$ cat src/verilog/mcch_pkg.sv
// mcch_pkg: constants for the module configuration command handler
// assumes: nine-word control block presented by the host on ports
package mcch_pkg;
    localparam logic [15:0] OP_RESET    = 16'h0200;
    localparam logic [15:0] OP_SET_IP   = 16'h0201;
    localparam logic [15:0] OP_SET_MASK = 16'h0204;
    localparam logic [15:0] OP_SET_GW   = 16'h0205;
    localparam logic [15:0] OP_PORT_A   = 16'h006f;
    localparam logic [15:0] OP_PORT_B   = 16'h0070;
    localparam logic [15:0] ERR_NONE    = 16'h0000;
    localparam logic [15:0] ERR_ABORT   = 16'h1001;
    localparam logic [15:0] ERR_OPCODE  = 16'h2001;
    localparam logic [15:0] ERR_CHANGED = 16'h2002;
    localparam logic [15:0] ERR_PORT    = 16'h2004;
    localparam logic [15:0] ERR_RANGE   = 16'h2013;
    localparam logic [15:0] ERR_EXC     = 16'h3000;
    localparam logic [15:0] ERR_FORMAT  = 16'h6040;
    localparam logic [15:0] ERR_TIMEOUT = 16'h7001;
    localparam logic [15:0] ERR_INT_A   = 16'h7002;
    localparam logic [15:0] ERR_INT_B   = 16'he001;
    localparam int          FMT_POS     = 8;
    // target module register selects for the backplane write
    localparam logic [1:0]  TGT_CMD     = 2'h0;
    localparam logic [1:0]  TGT_IP      = 2'h1;
    localparam logic [1:0]  TGT_MASK    = 2'h2;
    localparam logic [1:0]  TGT_GW      = 2'h3;
    localparam logic [31:0] CMD_DEFAULT = 32'h00000001;
    // timeout tick: 1/100 s at 100 MHz
    localparam int          CLK_HZ      = 100000000;
    localparam int          TICK_HZ     = 100;
    localparam int          TICK_CYC    = CLK_HZ / TICK_HZ;
    localparam logic [19:0] TICK_MAX    = 20'(TICK_CYC - 1);
    localparam int          NWORDS      = 9;
endpackage

$ cat src/verilog/mcch_bp_if.sv
// mcch_bp_if: timer run, limit and expired signals between handler and tick timer
// assumes: one clock domain
`timescale 1ns/1ps
interface mcch_bp_if;
    logic        run;
    logic [15:0] limit;
    logic        expired;
    modport ctl (output run, output limit, input expired);
    modport tmr (input run, input limit, output expired);
endinterface

$ cat src/verilog/mcch_timer.sv
// mcch_timer: reply timeout counter in hundredths of a second
// assumes: run held high while waiting, dropped to clear
`timescale 1ns/1ps
module mcch_timer #(
    parameter logic [19:0] TICK_LAST = mcch_pkg::TICK_MAX
) (
    input  wire logic clock,
    input  wire logic rstn,
    mcch_bp_if.tmr    tb
);
    logic [19:0] pre_q;
    logic [15:0] hund_q;
    logic        exp_q;
    wire         tick = (pre_q == TICK_LAST);
    wire         hit  = tb.run && (hund_q == tb.limit);

    always_ff @(posedge clock or negedge rstn) begin
        if (!rstn) begin
            pre_q  <= 20'h00000;
            hund_q <= 16'h0000;
            exp_q  <= 1'b0;
        end else if (!tb.run) begin
            pre_q  <= 20'h00000;
            hund_q <= 16'h0000;
            exp_q  <= 1'b0;
        end else begin
            pre_q  <= tick ? 20'h00000 : pre_q + 20'h00001;
            if (tick && !hit)
                hund_q <= hund_q + 16'h0001;
            exp_q  <= hit;
        end
    end
    assign tb.expired = exp_q;

    AST_TMR_CLEAR: assert property (
        @(posedge clock) disable iff (!rstn)
        !tb.run |=> !tb.expired)
        else $error("timer expired while idle");
endmodule

$ cat src/verilog/mcch_top.sv
// mcch_top: decodes master_instruction_block configuration commands
// assumes: host holds control block stable from start until done
//
// Contract
// - opcode 0x0200 writes factory-default command to target command reg
// - opcode 0x0201 writes ip address, words six to nine, msb first
// - address data sits in the control block itself, read from there
// - opcode 0x0204 writes subnet mask from words six to nine
// - opcode 0x0205 writes default gateway from words six to nine
// - errors as 16-bit codes; 0x1001 aborted, 0x2001 bad opcode
// - control block altered mid-operation reports 0x2002
// - opcodes 111 or 112 with invalid port report 0x2004
// - data block outside host memory reports 0x2013
// - exception response n reports 0x300n
// - badly formatted word n reports 0x6n40
// - no reply before reply timeout reports 0x7001
// - internal faults report 0x7002 or 0xe001
// - reply timeout 0 to 65535 hundredths of a second
`timescale 1ns/1ps
module mcch_top #(
    parameter logic [19:0] TICK_LAST = mcch_pkg::TICK_MAX
) (
    input  wire logic        clock,
    input  wire logic        rstn,
    input  wire logic        start,
    input  wire logic        abort,
    input  wire logic [15:0] cb_opcode,
    input  wire logic [15:0] cb_slot,
    input  wire logic [15:0] cb_data0,
    input  wire logic [15:0] cb_data1,
    input  wire logic [15:0] cb_data2,
    input  wire logic [15:0] cb_data3,
    input  wire logic        port_bad,
    input  wire logic        range_bad,
    input  wire logic [15:0] reply_timeout,
    input  wire logic        bp_ack,
    input  wire logic        bp_exc,
    input  wire logic [3:0]  bp_exc_code,
    input  wire logic        bp_fault,
    input  wire logic        int_fault,
    output logic             bp_wr,
    output logic [7:0]       bp_slot,
    output logic [1:0]       bp_reg,
    output logic [31:0]      bp_data,
    output logic             busy,
    output logic             done,
    output logic [15:0]      err_status
);
    typedef enum logic [1:0] {IDLE, WAIT} mcch_state_type;
    mcch_state_type state_q;
    logic [15:0] op_q;
    logic [7:0]  slot_q;
    logic [31:0] snap_q;
    logic        wr_q, busy_q, done_q;
    logic [1:0]  reg_q;
    logic [31:0] data_q;
    logic [15:0] err_q;
    logic        fmt_bad;
    logic [3:0]  fmt_idx;

    mcch_bp_if tb ();
    mcch_timer #(.TICK_LAST(TICK_LAST)) u_tmr (
        .clock (clock),
        .rstn  (rstn),
        .tb    (tb)
    );

    ////////////////////////////////////////////////////////////////////
    // decode
    // low byte of slot word is ignored
    wire [7:0]  slot_w = cb_slot[15:8];
    // bytes live in the low byte of words six to nine
    wire [31:0] addr_w = {cb_data0[7:0], cb_data1[7:0],
                          cb_data2[7:0], cb_data3[7:0]};
    wire is_reset = (cb_opcode == mcch_pkg::OP_RESET);
    wire is_ip    = (cb_opcode == mcch_pkg::OP_SET_IP);
    wire is_mask  = (cb_opcode == mcch_pkg::OP_SET_MASK);
    wire is_gw    = (cb_opcode == mcch_pkg::OP_SET_GW);
    wire is_port  = (cb_opcode == mcch_pkg::OP_PORT_A) ||
                    (cb_opcode == mcch_pkg::OP_PORT_B);
    wire is_addr  = is_ip || is_mask || is_gw;
    wire [1:0] reg_w = is_ip   ? mcch_pkg::TGT_IP   :
                       is_mask ? mcch_pkg::TGT_MASK :
                       is_gw   ? mcch_pkg::TGT_GW   : mcch_pkg::TGT_CMD;
    // reset ignores data words, so they never fail format
    wire [31:0] data_w = is_reset ? mcch_pkg::CMD_DEFAULT : addr_w;

    // a data word with a nonzero high byte is malformed; first one wins
    always_comb begin
        fmt_bad = 1'b0;
        fmt_idx = 4'h0;
        if (is_addr && cb_data0[15:8] != 8'h00) begin
            fmt_bad = 1'b1;
            fmt_idx = 4'h5;
        end else if (is_addr && cb_data1[15:8] != 8'h00) begin
            fmt_bad = 1'b1;
            fmt_idx = 4'h6;
        end else if (is_addr && cb_data2[15:8] != 8'h00) begin
            fmt_bad = 1'b1;
            fmt_idx = 4'h7;
        end else if (is_addr && cb_data3[15:8] != 8'h00) begin
            fmt_bad = 1'b1;
            fmt_idx = 4'h8;
        end
    end

    wire [15:0] fmt_err = mcch_pkg::ERR_FORMAT |
                          (16'(fmt_idx) << mcch_pkg::FMT_POS);
    // start-time errors, priority order
    wire [15:0] start_err =
        int_fault  ? mcch_pkg::ERR_INT_A  :
        range_bad  ? mcch_pkg::ERR_RANGE  :
        (is_port && port_bad) ? mcch_pkg::ERR_PORT :
        !(is_reset || is_addr) ? mcch_pkg::ERR_OPCODE :
        fmt_bad    ? fmt_err              : mcch_pkg::ERR_NONE;
    wire start_ok = (start_err == mcch_pkg::ERR_NONE);
    // only the fields the opcode uses are compared
    wire [31:0] live_w = is_reset ? 32'h00000000 : addr_w;
    wire changed = (cb_opcode != op_q) || (slot_w != slot_q) ||
                   (live_w != snap_q);

    wire [15:0] wait_err =
        abort            ? mcch_pkg::ERR_ABORT   :
        changed          ? mcch_pkg::ERR_CHANGED :
        bp_fault         ? mcch_pkg::ERR_INT_B   :
        bp_exc           ? (mcch_pkg::ERR_EXC |
                            16'(bp_exc_code))    :
        tb.expired       ? mcch_pkg::ERR_TIMEOUT :
        mcch_pkg::ERR_NONE;
    wire finish = abort || changed || bp_fault || bp_exc ||
                  tb.expired || bp_ack;

    assign tb.run   = (state_q == WAIT) && !finish;
    assign tb.limit = reply_timeout;

    ////////////////////////////////////////////////////////////////////
    // control
    always_ff @(posedge clock or negedge rstn) begin
        if (!rstn) begin
            state_q <= IDLE;
            op_q    <= 16'h0000;
            slot_q  <= 8'h00;
            snap_q  <= 32'h00000000;
            wr_q    <= 1'b0;
            reg_q   <= 2'h0;
            data_q  <= 32'h00000000;
            busy_q  <= 1'b0;
            done_q  <= 1'b0;
            err_q   <= 16'h0000;
        end else begin
            wr_q   <= 1'b0;
            done_q <= 1'b0;
            case (state_q)
                IDLE: begin
                    if (start && start_ok) begin
                        state_q <= WAIT;
                        op_q    <= cb_opcode;
                        slot_q  <= slot_w;
                        snap_q  <= live_w;
                        wr_q    <= 1'b1;
                        reg_q   <= reg_w;
                        data_q  <= data_w;
                        busy_q  <= 1'b1;
                        err_q   <= mcch_pkg::ERR_NONE;
                    end else if (start) begin
                        done_q  <= 1'b1;
                        err_q   <= start_err;
                    end
                end
                WAIT: begin
                    if (finish) begin
                        state_q <= IDLE;
                        busy_q  <= 1'b0;
                        done_q  <= 1'b1;
                        err_q   <= wait_err;
                    end
                end
                default: state_q <= IDLE;
            endcase
        end
    end

    assign bp_wr      = wr_q;
    assign bp_slot    = slot_q;
    assign bp_reg     = reg_q;
    assign bp_data    = data_q;
    assign busy       = busy_q;
    assign done       = done_q;
    assign err_status = err_q;

    ////////////////////////////////////////////////////////////////////
    // checks
    AST_RESET_WR: assert property (@(posedge clock) disable iff (!rstn)
        (state_q == IDLE && start && start_ok && is_reset) |=>
        bp_wr && bp_reg == 2'h0 && bp_data == 32'h00000001)
        else $error("factory reset write missing");
    AST_IP_DATA: assert property (@(posedge clock) disable iff (!rstn)
        (state_q == IDLE && start && start_ok && is_ip) |=>
        bp_wr && bp_reg == 2'h1 &&
        bp_data[31:24] == $past(cb_data0[7:0]))
        else $error("ip byte order wrong");
    AST_MASK_REG: assert property (@(posedge clock) disable iff (!rstn)
        (state_q == IDLE && start && start_ok && is_mask) |=>
        bp_reg == 2'h2 && bp_data[7:0] == $past(cb_data3[7:0]))
        else $error("mask write wrong");
    AST_GW_REG: assert property (@(posedge clock) disable iff (!rstn)
        (state_q == IDLE && start && start_ok && is_gw) |=>
        bp_reg == 2'h3)
        else $error("gateway write wrong");
    AST_SLOT: assert property (@(posedge clock) disable iff (!rstn)
        bp_wr |-> bp_slot == $past(cb_slot[15:8]))
        else $error("slot not from high byte");
    AST_BAD_OP: assert property (@(posedge clock) disable iff (!rstn)
        (state_q == IDLE && start && !int_fault && !range_bad &&
         !is_port && !is_reset && !is_addr) |=>
        done && err_status == 16'h2001 && !busy)
        else $error("unsupported opcode not reported");
    AST_ABORT: assert property (@(posedge clock) disable iff (!rstn)
        (state_q == WAIT && abort) |=> done && err_status == 16'h1001)
        else $error("abort not reported");
    AST_CHANGED: assert property (@(posedge clock) disable iff (!rstn)
        (state_q == WAIT && !abort && changed) |=>
        done && err_status == 16'h2002)
        else $error("changed block not reported");
    AST_EXC: assert property (@(posedge clock) disable iff (!rstn)
        (state_q == WAIT && bp_exc && !abort && !changed && !bp_fault)
        |=> err_status == {12'h300, $past(bp_exc_code)})
        else $error("exception code wrong");
    AST_OK_ZERO: assert property (@(posedge clock) disable iff (!rstn)
        (state_q == WAIT && bp_ack && !abort && !changed && !bp_fault &&
         !bp_exc && !tb.expired) |=> done && err_status == 16'h0000)
        else $error("success left nonzero status");
endmodule

$ cat config.mk
export PLATFORM = sky130hd
export DESIGN_NAME = mcch_top
export DESIGN_NICKNAME = d
export VERILOG_FILES = /design/src/verilog/mcch_pkg.sv /design/src/verilog/mcch_bp_if.sv /design/src/verilog/mcch_timer.sv /design/src/verilog/mcch_top.sv
export SDC_FILE = /design/constraint.sdc
export NUM_CORES = 1
export LEC_CHECK = 0
export ABC_AREA = 0
export ABC_CLOCK_PERIOD_IN_PS = 3660
export BUFFER_PORTS_ARGS = -buffer_cell sky130_fd_sc_hd__buf_2
export CELL_PAD_IN_SITES_DETAIL_PLACEMENT = 1
export CELL_PAD_IN_SITES_GLOBAL_PLACEMENT = 2
export CORE_ASPECT_RATIO = 1.2
export CORE_UTILIZATION = 30
export CTS_CLUSTER_DIAMETER = 30
export CTS_CLUSTER_SIZE = 16
export DETAILED_ROUTE_END_ITERATION = 8
export GPL_TIMING_DRIVEN = 0
export PLACE_DENSITY_LB_ADDON = 0.12
export SKIP_CTS_REPAIR_TIMING = 1
export SLEW_MARGIN = 0
export SYNTH_ARGS = -nofsm -noshare
export SYNTH_HDL_FRONTEND = slang
export SYNTH_HIERARCHICAL = 1
export SYNTH_SLANG_ARGS = --single-unit
$ cat constraint.sdc
create_clock -name clock -period 3.66 [get_ports clock]
set_clock_uncertainty 0.05 [all_clocks]
set_input_delay 0.366 -clock clock [delete_from_list [all_inputs] [get_ports clock]]
set_output_delay 0.366 -clock clock [all_outputs]
set_load 0.05 [all_outputs]
==> impl_metrics.py, run 1 <==
metrics = {
    "yosys": {
        "postSynthCellCount": 724,
        "synthArstFlopShare_pct": 100.0,
        "yosysSeqAreaShare_pct": 43.08,
        "yosys.area.top_type": "dfrtp_1",
        "synth.avg_cell_area_sq_um": 9.066,
        "ys_warn_count": 6,
        "synthTopCellsByArea": "dfrtp_1 43%, nand2_1 7.8%, xor2_1 5.1%",
        "netlist_area_sq_um": 6564,
        "synth_ff_type": "dfrtp_1",
        "synth.ff_latch_count": 113,
        "synth_top_area_share_pct": 43.08,
        "synth_cell_type_count": 67,
        "synth_edf_count": 0,
    },
    "timing": {
        "slew_headroom_pct": 55.11,
        "worstMarginPinSlew_ps": 668.4,
        "clock.fmax_mhz": 289.6,
        "fin_setup_tns_ps": 0,
        "finalSetupViolations": 0,
        "period_minus_slack_ps": 3453,
        "finalHoldViolCount": 0,
        "finalCritPeriodShare_pct": 94.35,
        "slew_viol_final": 0,
    },
    "cells_and_area": {
        "fin_util_pct": 39.87,
        "fillers": 2529,
        "final_common_cell": "buf_2",
        "largest_reg_flops": 32,
        "layout-area-overhead-vs-synth_pct": 28.71,
        "finalNetCount": 1051,
        "drive_gt1_share_pct": 29.01,
        "regMostFlops": "snap_q",
        "top_regs": "snap_q x32, u_tmr/pre_q x20",
        "final_cell_mix": "177 x buf_2, 136 x nand2_1, 113 x dfrtp_1",
    },
    "setup_path": {
        "crit_fanout": 12,
        "startpoint_type": "register",
        "worstPathArrival_ps": 3710,
        "worstSetupStartpoint": "bp_slot[3]$_DFFE_PN0P_",
        "required_ps": 3920,
        "r2r_cells": 12,
        "critPathCaptureType": "register",
        "timing.rr.start": "bp_slot[3]$_DFFE_PN0P_",
        "regToRegSetupSlack_ps": 210,
        "critPathCapture": "u_tmr/hund_q[3]$_DFFE_PN0P_",
        "r2r_end": "u_tmr/hund_q[3]$_DFFE_PN0P_",
        "critPathKind": "register to register",
    },
    "cts": {
        "cts_tree": "done",
        "clock_sinks": 113,
        "htreeDepth": 4,
        "clock_latency_ps": 420,
        "cts_buffer_depth": 2,
        "clkSlewWorstSetupHoldPaths_ps": 50,
        "numCtsBuffers": 17,
        "clockRootBuffer": "clkbuf_16",
    },
    "floorplanning": {
        "rows": 58,
        "io_pins": 187,
        "coreArea_sq_um": 21190,
        "start_util_pct": 30.98,
        "die_area_sq_um": 22480,
        "die_w_um": 137.0,
        "die_h_um": 164.0,
    },
    "route": {
        "drt_iter0_markers": 163,
        "wl_per_cell_um": 17.54,
        "via_per_inst": 4.995,
        "drc_errors": 0,
        "postRouteAntennaNets": 0,
        "first_pass_iters": 5,
        "wl_um": 21140,
        "vias": 6019,
    },
    "global_route": {
        "grt_pass1_vias": 6305,
        "grt_antenna_before_repair": 3,
        "grt_pass1_wl_um": 33190,
        "grt_overflow": 0,
        "grt_usage_pct": 19.47,
        "grt_max_degree": 70,
    },
    "job": {
        "cap_violations": 0,
    },
    "outcome": {
        "outcome": "finished clean",
    },
    "worst_hold_path": {
        "hp-class": "input pin to register",
        "worst_hold_path.num_cells": 3,
    },
    "power_and_ir_drop": {
        "ir_drop_mv": 0.3204,
        "p_per_area_nw_per_um2": 382.4,
        "power.leakage_nw": 4.010,
        "total_power_mw": 3.231,
    },
    "place": {
        "place_hpwl_um": 16460,
        "portBuffers": 175,
        "place.gp.congestion": 0.8430,
    },
}
## per-stage QoR
stage / area (sq um) / instances / hold WS, ps / worst slack [ps]
after detailed placement: 7815 / 1171 / 292.9 / -225.9
final: 8448 / 1205 / 120.1 / 206.9
after global placement: 7781 / 1170 / 408.8 / -190.1
after floorplan: 6568 / 725 / 20.41 / 585.6
after CTS: 8421 / 1201 / -156.6 / -191.8
after global routing: 8446 / 1204 / 123.2 / -16.53
## cell usage after synthesis (4+ instances only)
cell and count:
nand2_1 136, dfrtp_1 113, o21ai_0 43, nor2_1 39, xor2_1 38, xnor2_1 36
buf_4 34, nand4_1 22, inv_1 21, nor4_1 21, and2_1 17, clkbuf_1 15
nand3_1 15, a21oi_1 14, nand2b_1 14, nor2b_1 12, o31ai_1 11, nor3_1 10
or2_2 8, o211ai_1 6, o22ai_1 6, o2bb2ai_1 5, or3_1 5, and3_1 4
and4_1 4, nor4_4 4, o21a_1 4, or4_1 4
## worst min-delay path by stage
stage	from	to
3_3_place_gp	bp_reg[1]$_DFFE_PN0P_	bp_reg[1]$_DFFE_PN0P_
4_1_cts	rstn	snap_q[13]$_DFFE_PN0P_
3_5_place_dp	rstn	snap_q[13]$_DFFE_PN0P_
5_1_grt	cb_slot[9]	bp_slot[1]$_DFFE_PN0P_
6_report	cb_slot[13]	bp_slot[5]$_DFFE_PN0P_
2_1_floorplan	rstn	bp_data[0]$_DFFE_PN0P_
## worst max-delay path: stages (launching register included)
cell	delay, ps
dfrtp_1	400
xnor2_1	240
nand4_1	130
nor4_1	470
nand4_1	320
a2111oi_4	350
and2_1	210
buf_6	170
nand2_1	120
o21ai_2	380
buf_4	260
nor3_1	70
o21a_1	170
## layer usage
metal	track usage, %	wire length [um]	part of all wire [%]
met5	0	22	0.10
met4	7.193	397	1.9
met3	4.074	937	4.4
met2	35.45	11190	53
met1	22.06	8589	41
## power breakdown
part / internal [mW] / total [mW] / leakage [nW] / switching (mW)
clock: 1.15 / 1.72 / 0.299 / 0.572
combinational: 0.0986 / 0.246 / 2.15 / 0.148
sequential: 1.26 / 1.26 / 1.56 / 0.00386
## cell type report
cell class | instances | area (sq um) | share of cell area, %
multi-input combinational | 535 | 3304 | 39.11
sequential | 113 | 2828 | 33.47
timing repair buffer | 179 | 934.6 | 11.06
clock buffer | 25 | 505.5 | 5.983
buffer | 56 | 356.6 | 4.221
tap | 270 | 337.8 | 3.999
clock inverter | 5 | 100.1 | 1.185
inverter | 21 | 78.83 | 0.9331
antenna | 1 | 2.502 | 0.02962
## cells by family (layout without fill, tap and decap cells)
family / count (synthesis) / count (layout) / synth area share [%]
adder cells (fa/ha/maj): 2 / 2 / 0.3812
XOR/XNOR: 74 / 74 / 9.874
multiplexers: 3 / 3 / 0.4575
other: 1 / 3 / 0.05713
AND/OR/NAND/NOR: 327 / 327 / 26.06
flip-flops: 113 / 113 / 43.08
buffers and inverters: 77 / 286 / 6.634
AO/OA/AOI/OAI: 127 / 127 / 13.46
Power figures use the tool's default switching activity.
==> run 2, diff against run 1 <==
- SYNTH_HIERARCHICAL: 1 -> not set
==> run 2 against run 1 <==
Net effect:
- sequential power barely moved
- synthesized cell count fell by 3.0%
- combinational power down 4%
- count of clock-buffer cells in the layout down 2
- final area fell by 2.0%
- flip-flop and latch count stayed put
- via count is 2.6% lower
- register-to-register slack better by 260 ps
- worst hold slack worse by 5.6 ps
- maximum frequency rose by 5.0%
- critical endpoint is now err_status[12]$_DFFE_PN0P_
- largest cell class unchanged
- highest routed layer unchanged
==> impl_metrics.py, run 2 <==
metrics = {
    "place": {
        "place_hpwl_um": 16210,
        "dpl_cell_area_sq_um": 7650,
        "portBuffers": 176,
        "dp_worst_setup_slack_ps": -120.0,
        "place.gp.congestion": 0.7924,
    },
    "cells_and_area": {
        "fillers": 2520,
        "seq_area_sq_um": 2828,
        "final_cell_area_sq_um": 8279,
        "top_regs": "snap_q x32, u_tmr.pre_q x20",
        "regMostFlops": "snap_q",
        "largest_reg_flops": 32,
        "multi_input_area_sq_um": 3103,
        "drive_gt1_share_pct": 30.45,
        "layout-area-overhead-vs-synth_pct": 29.49,
        "final_cell_mix": "179 x buf_2, 116 x nand2_1, 113 x dfrtp_1",
        "finalNetCount": 1028,
        "final_common_cell": "buf_2",
    },
    "route": {
        "wl_per_cell_um": 17.83,
        "vias": 5861,
        "via_per_inst": 4.950,
        "wl_um": 21110,
        "drc_errors": 0,
        "first_pass_iters": 4,
        "postRouteAntennaNets": 0,
        "drt_iter0_markers": 195,
    },
    "job": {
        "cap_violations": 0,
    },
    "cts": {
        "htreeDepth": 4,
        "clkSlewWorstSetupHoldPaths_ps": 60,
        "cts_buffer_depth": 2,
        "clock_latency_ps": 420,
        "clock_sinks": 113,
        "numCtsBuffers": 17,
        "cts_tree": "done",
        "clockRootBuffer": "clkbuf_16",
    },
    "floorplanning": {
        "io_pins": 187,
        "rows": 58,
        "die_w_um": 135.3,
        "die_area_sq_um": 21900,
        "die_h_um": 161.9,
        "start_util_pct": 30.59,
        "coreArea_sq_um": 20900,
    },
    "global_route": {
        "grt_usage_pct": 20.39,
        "grt_pass1_wl_um": 34290,
        "grt_max_degree": 66,
        "grt_antenna_before_repair": 4,
        "grt_overflow": 0,
        "grt_pass1_vias": 6382,
    },
    "power_and_ir_drop": {
        "clkPwrFrac_pct": 54.0,
        "power.leakage_nw": 3.970,
        "total_power_mw": 3.248,
        "seqPwrFrac_pct": 38.8,
        "p_per_area_nw_per_um2": 392.3,
        "ir_drop_mv": 0.2944,
        "switching_power_mw": 0.7532,
        "p_sw_share_pct": 23.19,
        "power.internal_mw": 2.495,
        "comb_power_share_pct": 7.3,
    },
    "yosys": {
        "ys_warn_count": 0,
        "synthTopCellsByArea": "dfrtp_1 44%, xnor2_1 7.9%, nand2_1 6.8%",
        "synthArstFlopShare_pct": 100.0,
        "synth_ff_type": "dfrtp_1",
        "synth.avg_cell_area_sq_um": 9.108,
        "yosys.area.top_type": "dfrtp_1",
        "postSynthCellCount": 702,
        "synthTopCellsByCount": "116 x nand2_1, 113 x dfrtp_1, 58 x xnor2_1, 48 x nor2_1, 41 x nand3_1",
        "yosysSeqAreaShare_pct": 44.23,
        "netlist_area_sq_um": 6394,
        "synth_most_common_cell": "nand2_1",
        "synth.ff_latch_count": 113,
        "synth_cell_type_count": 64,
        "synth_edf_count": 0,
        "synth_top_area_share_pct": 44.23,
    },
    "timing": {
        "rsz0062_at_grt": "no",
        "clock.fmax_mhz": 304.1,
        "layout_setup_ws_ps": 371.2,
        "finalHoldViolCount": 0,
        "hold-worst-slack_ps": 114.4,
        "period_minus_slack_ps": 3289,
        "slew_headroom_pct": 33.52,
        "finalSetupViolations": 0,
        "slew_viol_final": 0,
        "worstMarginPinSlew_ps": 988.1,
        "finalCritPeriodShare_pct": 89.86,
    },
    "setup_path": {
        "startpoint_type": "input pin",
        "crit_fanout": 10,
        "worstPathArrival_ps": 3540,
        "critPathCaptureType": "register",
        "critPathKind": "input pin to register",
        "required_ps": 3910,
    },
    "worst_hold_path": {
        "hp-class": "input pin to register",
    },
    "outcome": {
        "outcome": "finished clean",
    },
}
## run 2: cell count changes after synthesis, moves of 7 or more
| cell | change |
|---|---|
| nand2_1 | -20 |
| xnor2_1 | +22 |
| nor2b_1 | -10 |
| nor2_1 | +9 |
| nand3_1 | +26 |
| xor2_1 | -19 |
| o21ai_0 | -28 |
| nand2b_1 | -7 |
| nor2_2 | +7 |
## run 2: cell families after synthesis
logic type | synth area share [%]
xor+xnor | 10.55
mux | 0.6849
other cells | 0.05865
compound gates | 10.14
flops | 44.23
simple gates | 26.65
fa+ha+maj | 0.3913
buf+inv | 7.299
## run 2: routing by layer
layer	share of wire (%)	track usage, %	up-vias	wire length, um
met3	3.7	4.806	34	779
met5	0.099	0	-	21
met2	51	35.22	120	10800
li1	-	-	2812	-
met4	1.9	6.742	4	398
met1	43	24.70	2891	9106
## run 2: area by class of cell
type / count / area share, %
antenna: 1 / 0.03023
buffer: 58 / 4.594
clock buffer: 23 / 5.894
clock inverter: 9 / 1.557
inverter: 23 / 1.043
multi-input combinational: 509 / 37.48
sequential: 113 / 34.15
tap: 270 / 4.080
timing repair buffer: 178 / 11.17
## run 2: path summary, 6_finish.rpt
check                      slack, ps  cells after the start                     start                    endpoint
min                              110                      3               cb_slot[11]      bp_slot[3]$_DFFE_PN0P_
max                              370                     11             cb_opcode[12]  err_status[12]$_DFFE_PN0P_
max in group asynchronous       2430                      3                      rstn       snap_q[7]$_DFFE_PN0P_
max reg2reg                      470                      9       op_q[0]$_DFFE_PN0P_  err_status[12]$_DFFE_PN0P_
min reg2reg                      430                      1  u_tmr.pre_q[0]$_DFF_PN0_    u_tmr.pre_q[0]$_DFF_PN0_
min in group asynchronous        410                      2                      rstn  err_status[14]$_DFFE_PN0P_
## run 2: worst max-delay path, stage by stage
cell,delay [ps]
buf_2,130
nor4_2,560
nand4_2,390
buf_2,330
o21ai_0,110
a22oi_1,120
nor3_2,310
nand4_2,320
o21ai_1,290
buf_4,250
mux2_2,340
## run 2: per-stage QoR
step	util [%]	setup TNS [ps]	instances
floorplan	-	0	703
global placement	36.44	-66.85	1149
detailed placement	36.60	-120.0	1150
CTS	39.55	0	1182
global route	39.61	0	1184
finish	39.61	0	1184
## run 2: power groups by stage
| stage | clock, mW | combinational, mW | sequential (mW) |
|---|---|---|---|
| 3_3_place_gp | 0 | 0.229 | 1.28 |
| 4_1_cts | 1.79 | 0.239 | 1.26 |
| 3_5_place_dp | 0 | 0.238 | 1.28 |
| 2_1_floorplan | 0 | 0.0749 | 1.30 |
| 5_1_grt | 1.85 | 0.259 | 1.26 |
| 6_report | 1.75 | 0.236 | 1.26 |
